<file path="src/rtl/mbsram_pkg.sv">
// Package: constants and types for the muxed-bus static RAM host port
package mbsram_pkg;
   localparam int unsigned BUS_W          = 12;
   localparam int unsigned CLK_PERIOD_NS  = 4;
   // Timing figures of the board, in ns (slower variant)
   localparam int unsigned T_ADDR_SETUP_NS = 25;
   localparam int unsigned T_ADDR_HOLD_NS  = 165;
   localparam int unsigned T_STROBE_HI_NS  = 200;
   localparam int unsigned T_STROBE_LO_NS  = 575;
   localparam int unsigned T_ACCESS_NS     = 575;
   localparam int unsigned T_WDATA_HOLD_NS = 50;
   localparam int unsigned T_DISABLE_NS    = 150;
   // Cycle counts, rounded up
   localparam int unsigned SETUP_CYC =
      (T_ADDR_SETUP_NS + CLK_PERIOD_NS - 1) / CLK_PERIOD_NS;
   localparam int unsigned HOLD_CYC =
      (T_ADDR_HOLD_NS + CLK_PERIOD_NS - 1) / CLK_PERIOD_NS;
   localparam int unsigned HIGH_CYC =
      (T_STROBE_HI_NS + CLK_PERIOD_NS - 1) / CLK_PERIOD_NS;
   localparam int unsigned ACCESS_CYC =
      (T_ACCESS_NS + CLK_PERIOD_NS - 1) / CLK_PERIOD_NS;
   localparam int unsigned WHOLD_CYC =
      (T_WDATA_HOLD_NS + CLK_PERIOD_NS - 1) / CLK_PERIOD_NS;
   localparam int unsigned DIS_CYC =
      (T_DISABLE_NS + CLK_PERIOD_NS - 1) / CLK_PERIOD_NS;
   localparam int unsigned CNT_W = 8;
   // Window of the 2K variant beside onboard memory, octal 2000 to 5777
   localparam logic [11:0] WIN2K_LO = 12'h400;
   localparam logic [11:0] WIN2K_HI = 12'hbff;

   typedef struct packed {
      logic             write;
      logic [BUS_W-1:0] addr;
      logic [BUS_W-1:0] wdata;
   } mbsram_req_type;

   typedef struct packed {
      logic             strobe;
      logic             rw_sel;
      logic             sel_n;
      logic [BUS_W-1:0] bus_out;
      logic             bus_oe;
   } mbsram_pins_type;
endpackage

</file>
<file path="src/rtl/mbsram_host.sv">
// Host controller driving the muxed-bus static RAM board
`timescale 1ns/1ns
// Rules of the board this block drives
// RULE1 - Board latches bus value as address on each strobe falling edge.
// RULE2 - Every read or write starts with exactly one strobe falling edge.
// RULE3 - Address then data share twelve lines; line zero carries the MSB.
// RULE4 - Read/write select high for read, low for write.
// RULE5 - Memory select is active low; board answers only while it is low.
// RULE6 - Board holds 4K or 2K twelve-bit words, base set by jumpers.
// RULE7 - 2K board may answer only octal addresses 2000 through 5777.
// RULE8 - Board drives read data or takes write data only while selected.
module mbsram_host #(
   parameter bit SMALL_2K = 1'b0
) (
   input  wire logic                          sys_clk,
   input  wire logic                          rstn,
   input  wire mbsram_pkg::mbsram_req_type    req,
   input  wire logic                          req_valid,
   output logic                               req_ready,
   output logic [mbsram_pkg::BUS_W-1:0]       rdata,
   output logic                               rdata_valid,
   output logic                               req_refused,
   output mbsram_pkg::mbsram_pins_type        pins,
   input  wire logic [mbsram_pkg::BUS_W-1:0]  bus_in
);
   import mbsram_pkg::*;

   typedef enum logic [6:0] {
      S_IDLE   = 7'b0000001,
      S_SETUP  = 7'b0000010,
      S_HOLD   = 7'b0000100,
      S_ACCESS = 7'b0001000,
      S_WHOLD  = 7'b0010000,
      S_DIS    = 7'b0100000,
      S_HIGH   = 7'b1000000
   } mbsram_state_type;

   mbsram_state_type state;
   logic [CNT_W-1:0] cnt;
   logic             write;
   logic [BUS_W-1:0] addr;
   logic [BUS_W-1:0] wdata;
   logic             in_window;
   logic             last;
   logic [BUS_W-1:0] addr_lines;
   logic [BUS_W-1:0] wdata_lines;
   logic [BUS_W-1:0] bus_word;

   // Line zero carries the most significant bit of each word
   for (genvar b = 0; b < BUS_W; b++) begin : g_line
      assign addr_lines[BUS_W-1-b]  = req.addr[b]; // RULE3
      assign wdata_lines[BUS_W-1-b] = wdata[b]; // RULE3
      assign bus_word[BUS_W-1-b]    = bus_in[b]; // RULE3
   end

   // Addresses outside the fitted board's window never start a cycle
   assign in_window = !SMALL_2K || // RULE6
                      (req.addr >= WIN2K_LO && req.addr <= WIN2K_HI); // RULE7
   assign last      = (cnt == CNT_W'(1));
   assign req_ready = (state == S_IDLE);

   // Phase sequence; each phase ends when the counter reaches one
   always_ff @(posedge sys_clk or negedge rstn) begin
      if (!rstn) begin
         state <= S_IDLE;
      end else begin
         unique case (state)
            S_IDLE: begin
               if (req_valid && in_window) begin
                  state <= S_SETUP;
               end
            end
            S_SETUP: begin
               if (last) begin
                  state <= S_HOLD; // RULE1 RULE2
               end
            end
            S_HOLD: begin
               if (last) begin
                  state <= S_ACCESS;
               end
            end
            S_ACCESS: begin
               if (last) begin
                  state <= write ? S_WHOLD : S_DIS;
               end
            end
            S_WHOLD, S_DIS: begin
               if (last) begin
                  state <= S_HIGH;
               end
            end
            S_HIGH: begin
               if (last) begin
                  state <= S_IDLE;
               end
            end
         endcase
      end
   end

   // Phase counter, reloaded with the next phase length as each one ends
   always_ff @(posedge sys_clk or negedge rstn) begin
      if (!rstn) begin
         cnt <= '0;
      end else begin
         unique case (state)
            S_IDLE: begin
               cnt <= CNT_W'(SETUP_CYC);
            end
            S_SETUP: begin
               cnt <= last ? CNT_W'(HOLD_CYC) : cnt - 1'b1;
            end
            S_HOLD: begin
               cnt <= last ? CNT_W'(ACCESS_CYC - HOLD_CYC) : cnt - 1'b1;
            end
            S_ACCESS: begin
               if (!last) begin
                  cnt <= cnt - 1'b1;
               end else if (write) begin
                  cnt <= CNT_W'(WHOLD_CYC);
               end else begin
                  cnt <= CNT_W'(DIS_CYC);
               end
            end
            S_WHOLD, S_DIS: begin
               cnt <= last ? CNT_W'(HIGH_CYC) : cnt - 1'b1;
            end
            S_HIGH: begin
               cnt <= cnt - 1'b1;
            end
         endcase
      end
   end

   // Request capture
   always_ff @(posedge sys_clk or negedge rstn) begin
      if (!rstn) begin
         write <= 1'b0;
         addr  <= '0;
         wdata <= '0;
      end else if (state == S_IDLE && req_valid) begin
         write <= req.write;
         addr  <= req.addr;
         wdata <= req.wdata;
      end
   end

   // Pin drive; select is released before the strobe rises
   always_ff @(posedge sys_clk or negedge rstn) begin
      if (!rstn) begin
         pins.strobe  <= 1'b1;
         pins.rw_sel  <= 1'b1;
         pins.sel_n   <= 1'b1;
         pins.bus_out <= '0;
         pins.bus_oe  <= 1'b0;
      end else begin
         unique case (state)
            S_IDLE: begin
               pins.strobe <= 1'b1;
               pins.sel_n  <= 1'b1;
               pins.bus_oe <= 1'b0;
               if (req_valid && in_window) begin
                  // Address goes out a full setup time before the strobe
                  pins.bus_out <= addr_lines; // RULE3
                  pins.bus_oe  <= 1'b1;
                  pins.rw_sel  <= !req.write; // RULE4
               end
            end
            S_SETUP: begin
               if (last) begin
                  pins.strobe <= 1'b0; // RULE2
                  pins.sel_n  <= 1'b0; // RULE5
               end
            end
            S_HOLD: begin
               if (last) begin
                  // Address hold met: turn the lines round for data
                  pins.bus_out <= wdata_lines; // RULE3
                  pins.bus_oe  <= write; // RULE8
               end
            end
            S_ACCESS: begin
               if (last) begin
                  pins.sel_n <= 1'b1;
               end
            end
            S_WHOLD, S_DIS: begin
               if (last) begin
                  pins.bus_oe <= 1'b0;
                  pins.strobe <= 1'b1;
               end
            end
            S_HIGH: begin
               pins.strobe <= 1'b1;
            end
         endcase
      end
   end

   // Read word taken on the last access cycle, while still selected
   always_ff @(posedge sys_clk or negedge rstn) begin
      if (!rstn) begin
         rdata       <= '0;
         rdata_valid <= 1'b0;
      end else begin
         rdata_valid <= 1'b0;
         if (state == S_ACCESS && last && !write) begin
            rdata       <= bus_word; // RULE8 RULE3
            rdata_valid <= 1'b1;
         end
      end
   end

   // Out-of-window request is dropped with a one-cycle pulse
   always_ff @(posedge sys_clk or negedge rstn) begin
      if (!rstn) begin
         req_refused <= 1'b0;
      end else begin
         req_refused <= state == S_IDLE && req_valid && !in_window; // RULE7
      end
   end
endmodule

</file>
<file path="config.mk">
export PLATFORM = sky130hd
export DESIGN_NAME = mbsram_host
export DESIGN_NICKNAME = d
export VERILOG_FILES = /design/src/rtl/mbsram_pkg.sv /design/src/rtl/mbsram_host.sv
export SDC_FILE = /design/constraint.sdc
export NUM_CORES = 1
export LEC_CHECK = 0
export BUFFER_PORTS_ARGS = -buffer_cell sky130_fd_sc_hd__buf_4
export CORE_MARGIN = 4
export CORE_UTILIZATION = 38
export CTS_CLUSTER_DIAMETER = 50
export DETAILED_ROUTE_END_ITERATION = 10
export SLEW_MARGIN = 20
export SYNTH_ARGS = -nofsm -noshare
export SYNTH_HDL_FRONTEND = slang
export SYNTH_SLANG_ARGS = --single-unit
</file>
<file path="constraint.sdc">
create_clock -name sys_clk -period 3.1 [get_ports sys_clk]
set_clock_uncertainty 0.15 [all_clocks]
set_input_delay 0.465 -clock sys_clk [delete_from_list [all_inputs] [get_ports sys_clk]]
set_output_delay 0.465 -clock sys_clk [all_outputs]
set_load 0.05 [all_outputs]
</file>
# Yosys cells after proc, flatten, opt, wreduce, memory -nomap -nowiden
# Cells that the tools add are included.
dict set report word_totals {
  regBits 57
  inputBits 40
  out_inout_bits 31
  wordCells 66
}
dict set report op_classes {
  n_addsub 1
  eq_ne 14
  n_mux 23
  reduce_logical 17
}
# op count
set ops {}
lappend ops {{$pmux 8 s6} 1}
lappend ops {{$mux 7} 6}
lappend ops {{$pmux 7 s6} 1}
lappend ops {{$mux 8} 4}
lappend ops {{$mux 13} 2}
lappend ops {{$pmux 12 s2} 1}
lappend ops {{$mux 6} 2}
lappend ops {{$ne 2x2->1 const B} 6}
lappend ops {{$reduce_and 3->1} 4}
lappend ops {{$pmux 1 s3} 3}
lappend ops {{$reduce_bool 3->1} 3}
lappend ops {{$eq 8x1->1 const B} 1}
lappend ops {{$sub 8x1->8 const B} 1}
lappend ops {{$eq 7x1->1 const B} 1}
lappend ops {{$eq 7x2->1 const B} 1}
lappend ops {{$eq 7x3->1 const B} 1}
lappend ops {{$eq 7x4->1 const B} 1}
lappend ops {{$eq 7x5->1 const B} 1}
lappend ops {{$eq 7x6->1 const B} 1}
lappend ops {{$eq 7x7->1 const B} 1}
lappend ops {{$reduce_and 6->1} 1}
lappend ops {{$reduce_or 2->1} 2}
lappend ops {{$logic_and 1x1->1} 3}
lappend ops {{$mux 1} 3}
lappend ops {{3 further kinds} 4}

# Logic depth before layout (Yosys ltp)
dict set report logic_depth {
  word_depth 4
  mapped_depth 8
  mapped_depth_nobuf 7
}

# Worst setup path after synthesis
# No wires, ideal clock.
dict set report synth_path {
  path_type {register -> register}
  from {reg cnt[2]}
  to {reg rdata[10] (netlist bit)}
  setup_time_ns 0.125
  t_arrival_ns 2.291
  required_time_ns 2.825
  path_slack_ns 0.534
  stages_incl_launch_ff 7
  path_buffers 2
  period_less_slack_ns 2.566
  cell_sequence {dfrtp_1 or4_4 or4b_1 buf_4 nor2_2 buf_4 mux2_2}
}
dict set report synth_between {
  elab_chain_len 3
}
# item line
set synth_rtl {}
lappend synth_rtl {{from (decl)} mbsram_host.sv:39} ;# logic [CNT_W-1:0] cnt;
lappend synth_rtl {{from (signal assigned)} mbsram_host.sv:109} ;# cnt <= CNT_W'(SETUP_CYC);
lappend synth_rtl {{from (signal assigned)} mbsram_host.sv:112} ;# cnt <= last ? CNT_W'(HOLD_CYC) : cnt - 1'b1;
lappend synth_rtl {{from (signal assigned)} mbsram_host.sv:115} ;# cnt <= last ? CNT_W'(ACCESS_CYC - HOLD_CYC) : cnt - 1'b1;
lappend synth_rtl {{$eq 8x1->1} mbsram_host.sv:59} ;# assign last = (cnt == CNT_W'(1));
lappend synth_rtl {{$logic_and 1x1->1 (2 in series)} mbsram_host.sv:208} ;# if (state == S_ACCESS && last && !write) begin
lappend synth_rtl {{to (signal assigned)} mbsram_host.sv:209} ;# rdata <= bus_word;
lappend synth_rtl {{to (decl)} mbsram_host.sv:20} ;# output logic [mbsram_pkg::BUS_W-1:0] rdata,
# Every way passes these cells.
# A chain may end at the register's enable or synchronous reset.

# Worst setup path after layout
dict set report layout_path {
  from {reg cnt[2]}
  to {reg pins[7] (netlist bit)}
}
dict set report layout_between {
  elab_chain_len 3
}
# item line
set layout_rtl {}
lappend layout_rtl {{$eq 8x1->1} mbsram_host.sv:59}
lappend layout_rtl {{$ne 2x2->1 (no source line)} -}
lappend layout_rtl {{$reduce_and 3->1 (no source line)} -}
lappend layout_rtl {{to (decl)} mbsram_host.sv:23} ;# output mbsram_pkg::mbsram_pins_type pins,
# Every way passes these cells.

==> results.sh <==
export IMPL_crit_required_ns=3.20
export IMPL_wl_per_cell_um=15.0
export IMPL_tritoncts_num_buffers=9
export IMPL_sw_frac_of_total=0.203
export IMPL_grt_usage=0.159
export IMPL_crit_chain="or4_4 -> or4b_1 -> a311oi_4 -> buf_12 -> nor2_1 -> a31oi_2"
export IMPL_cp_arrival_ns=2.84
export IMPL_setup_violations=0
export IMPL_yosys_area_share_simple=0.167
export IMPL_synth_ff_type="dfrtp_1"
export IMPL_vias_per_cell=5.13
export IMPL_gp_congestion=0.869
export IMPL_pin_count=71
export IMPL_switchingPower_uw=324
export IMPL_max_slew_margin=0.519
export IMPL_fill_cells=709
export IMPL_drv_slew=0
export IMPL_die_h_um=94.2
export IMPL_seq_power_share=0.467
export IMPL_portBuffers=69
export IMPL_critPathKind="flip-flop to flip-flop"
export IMPL_finalCritPeriodShare=0.884
export IMPL_clock_fmax_mhz=365
export IMPL_dr_first_iter_drc_count=112
export IMPL_regToRegSetupSlack_ns=0.36
export IMPL_postRouteWirelength_um=6640
export IMPL_synth_compound_area_share=0.141
export IMPL_gr_total_overflow=0
export IMPL_regArea_um2=1430
export IMPL_antenna_found_initial=0
export IMPL_finalCriticalPeriod_ns=2.74
export IMPL_multi_input_area_um2=1280
export IMPL_comb_power_share=0.036
export IMPL_netlist_cell_type_count=51
export IMPL_drive_gt1_frac=0.409
export IMPL_dpl_worst_slack_ns=0.392
export IMPL_cp_slowest_cell="or4b_1"
export IMPL_yosys_warnings=0
export IMPL_fp_dieW_um=94.2
export IMPL_worst_slack_ns=0.359
export IMPL_rsz0062_at_grt="no"
export IMPL_finalHoldViolations=0
export IMPL_power_density_nw_per_um2=432
export IMPL_postSynth_asyncResetShare=1.00
export IMPL_start_kind="flip-flop"
export IMPL_nNetsFinal=379
export IMPL_synth_cells=267
export IMPL_clkLatencyLatePin_ns=0.33
export IMPL_min_path_type="primary input to async pin"
export IMPL_cts_sinks=57
export IMPL_grt_start_max_net_pins=58
export IMPL_synth_nets=309
export IMPL_cts_resized=0
export IMPL_clock_root_buffer="clkbuf_8"
export IMPL_fin_tns_setup_ns=0
export IMPL_h_tree_depth=3
export IMPL_postRouteAntennaNets=0
export IMPL_worstMarginPinSlew_ns=0.721
export IMPL_cp_max_fo=24
export IMPL_cts_tree="done"
export IMPL_die_area_um2=8880
export IMPL_clk_path_buf_depth=2
export IMPL_final_common_cell="buf_4"
export IMPL_diodes=0
export IMPL_grt_pass1_vias=2227
export IMPL_postCtsHoldBufs=0
export IMPL_internal_power_uw=1270
export IMPL_netlist_area_um2=2830
export IMPL_area_growth_pct=30.6
export IMPL_synth_edf_count=0
export IMPL_synth_adder_area_share=0.00886
export IMPL_start_util=0.390
export IMPL_dr_pass1_iters=4
export IMPL_synth_xor_area_share=0.0310
export IMPL_synth_top_family_by_area="simple AND/OR/NAND/NOR gates"
export IMPL_grt_pass1_wl_um=11000
export IMPL_avgSynthCellArea_um2=10.6
export IMPL_layout_cells_non_filler=441
export IMPL_endpoint_kind="flip-flop"
export IMPL_critPathMaxStageDelay_ns=0.72
export IMPL_synthMuxAreaShare=0.104
export IMPL_ys_seq_elements=57
export IMPL_status="complete, no violations"
export IMPL_cap_violations=0
export IMPL_dr_total_vias=2261
export IMPL_core_area_um2=7250
export IMPL_dp_cells=425
export IMPL_pwr_share_clk=0.497
export IMPL_hpwl_um=4640
export IMPL_ys_seq_area_frac=0.507
export IMPL_ir_worst_vdd_v=0.000292
export IMPL_cts_reportedPaths_clkPinSlew_ns=0.07
export IMPL_post_cts_buffers=0
export IMPL_power_leakage_uw=0.00184
export IMPL_row_count=31
export IMPL_route_detailed_drc=0
export IMPL_final_cell_mix="77 x buf_4, 53 x dfrtp_1, 26 x mux2_2"
[per-stage QoR]
step	hold slack (ns)	utilization	power (µW)	instance area [µm²]
floorplan	0.0194	-	765	2830
global placement	0.321	0.477	817	3460
detailed placement	0.330	0.477	818	3460
CTS	0.0671	0.509	1620	3690
global route	0.104	0.509	1660	3690
finish	0.0398	0.509	1590	3690
[critical path: cells and delay by family, from the launching register on]
kind | cells | cell delay [ns]
DFF | 1 | 0.41
and+or+nand+nor | 3 | 1.34
AOI/OAI and AO/OA | 2 | 0.54
buffers and inverters | 1 | 0.21
[synth_stat cells, types with 2 or more instances]
cell type  instances  share of area
nor4_1             2         0.0044
and3_1             4         0.0089
nor2_2             2         0.0044
a31o_2             2         0.0062
o22ai_1            3         0.0066
mux2_2            26           0.10
xor2_1             6          0.019
nand2_1           23          0.031
nor2_1            22          0.029
ha_1               2         0.0089
a31oi_2            7          0.031
a31oi_1            6          0.013
o21ai_0           12          0.021
xnor2_1            4          0.012
a21oi_1            7          0.012
nand4_1            2         0.0044
buf_1              3         0.0040
nor3_1             6          0.011
dfstp_2            4          0.037
clkbuf_1          11          0.015
nand2b_1           3         0.0066
buf_4              4          0.011
inv_1              6         0.0080
dfrtp_1           53           0.47
nor2b_1            2         0.0044
a21o_1             2         0.0053
nand3_1           17          0.030
nor4b_1            2         0.0062
or4_1              2         0.0053
[flip-flops by register name (all words and copies together), names as in the netlist]
signal and cells:
rdata_valid 1, wdata 12, cnt 8, write 1, state 7, rdata 12
pins 16
[path summary, 6_finish.rpt]
check                      startpoint  endpoint  cells after the start
setup / recovery               cnt[2]   pins[7]                      6
max in group asynchronous        rstn  state[4]                      1
setup reg to reg               cnt[2]   pins[7]                      6
min in group sys_clk          req[24]  pins[14]                      2
hold / removal                   rstn  wdata[4]                      1
hold reg to reg              pins[14]  pins[14]                      2
[per-layer routing]
| metal | GRT usage | up-vias | routed length (µm) |
|---|---|---|---|
| met5 | 0 | - | 0 |
| met4 | 0.0445 | 0 | 65 |
| met3 | 0.0529 | 6 | 417 |
| met2 | 0.248 | 75 | 3180 |
| met1 | 0.210 | 1078 | 2970 |
| li1 | - | 1102 | - |
[cells by family after synthesis]
logic type                 after synthesis
AOI/OAI and AO/OA                       52
other                                    1
adders and majority gates                2
and+or+nand+nor                         94
xor gates and xnor gates                10
buffers and inverters                   25
DFF                                     57
muxes                                   26
[cell type report]
type	instances	share of cell area
clock buffers	11	0.0410
clock inverters	5	0.0210
repair buffers	78	0.162
inverters	6	0.00611
multi-input cells	185	0.348
well taps	99	0.0336
flip-flops and latches	57	0.388
[power groups by stage]
stage	clock network, µW	logic (µW)	registers (µW)
after floorplan	0	7.03	758
after global placement	0	59.5	758
after detailed placement	0	59.9	758
after CTS	817	60.1	744
after global routing	854	64.9	743
final	791	57.6	744
No activity file was read; power rests on OpenSTA's default activity.
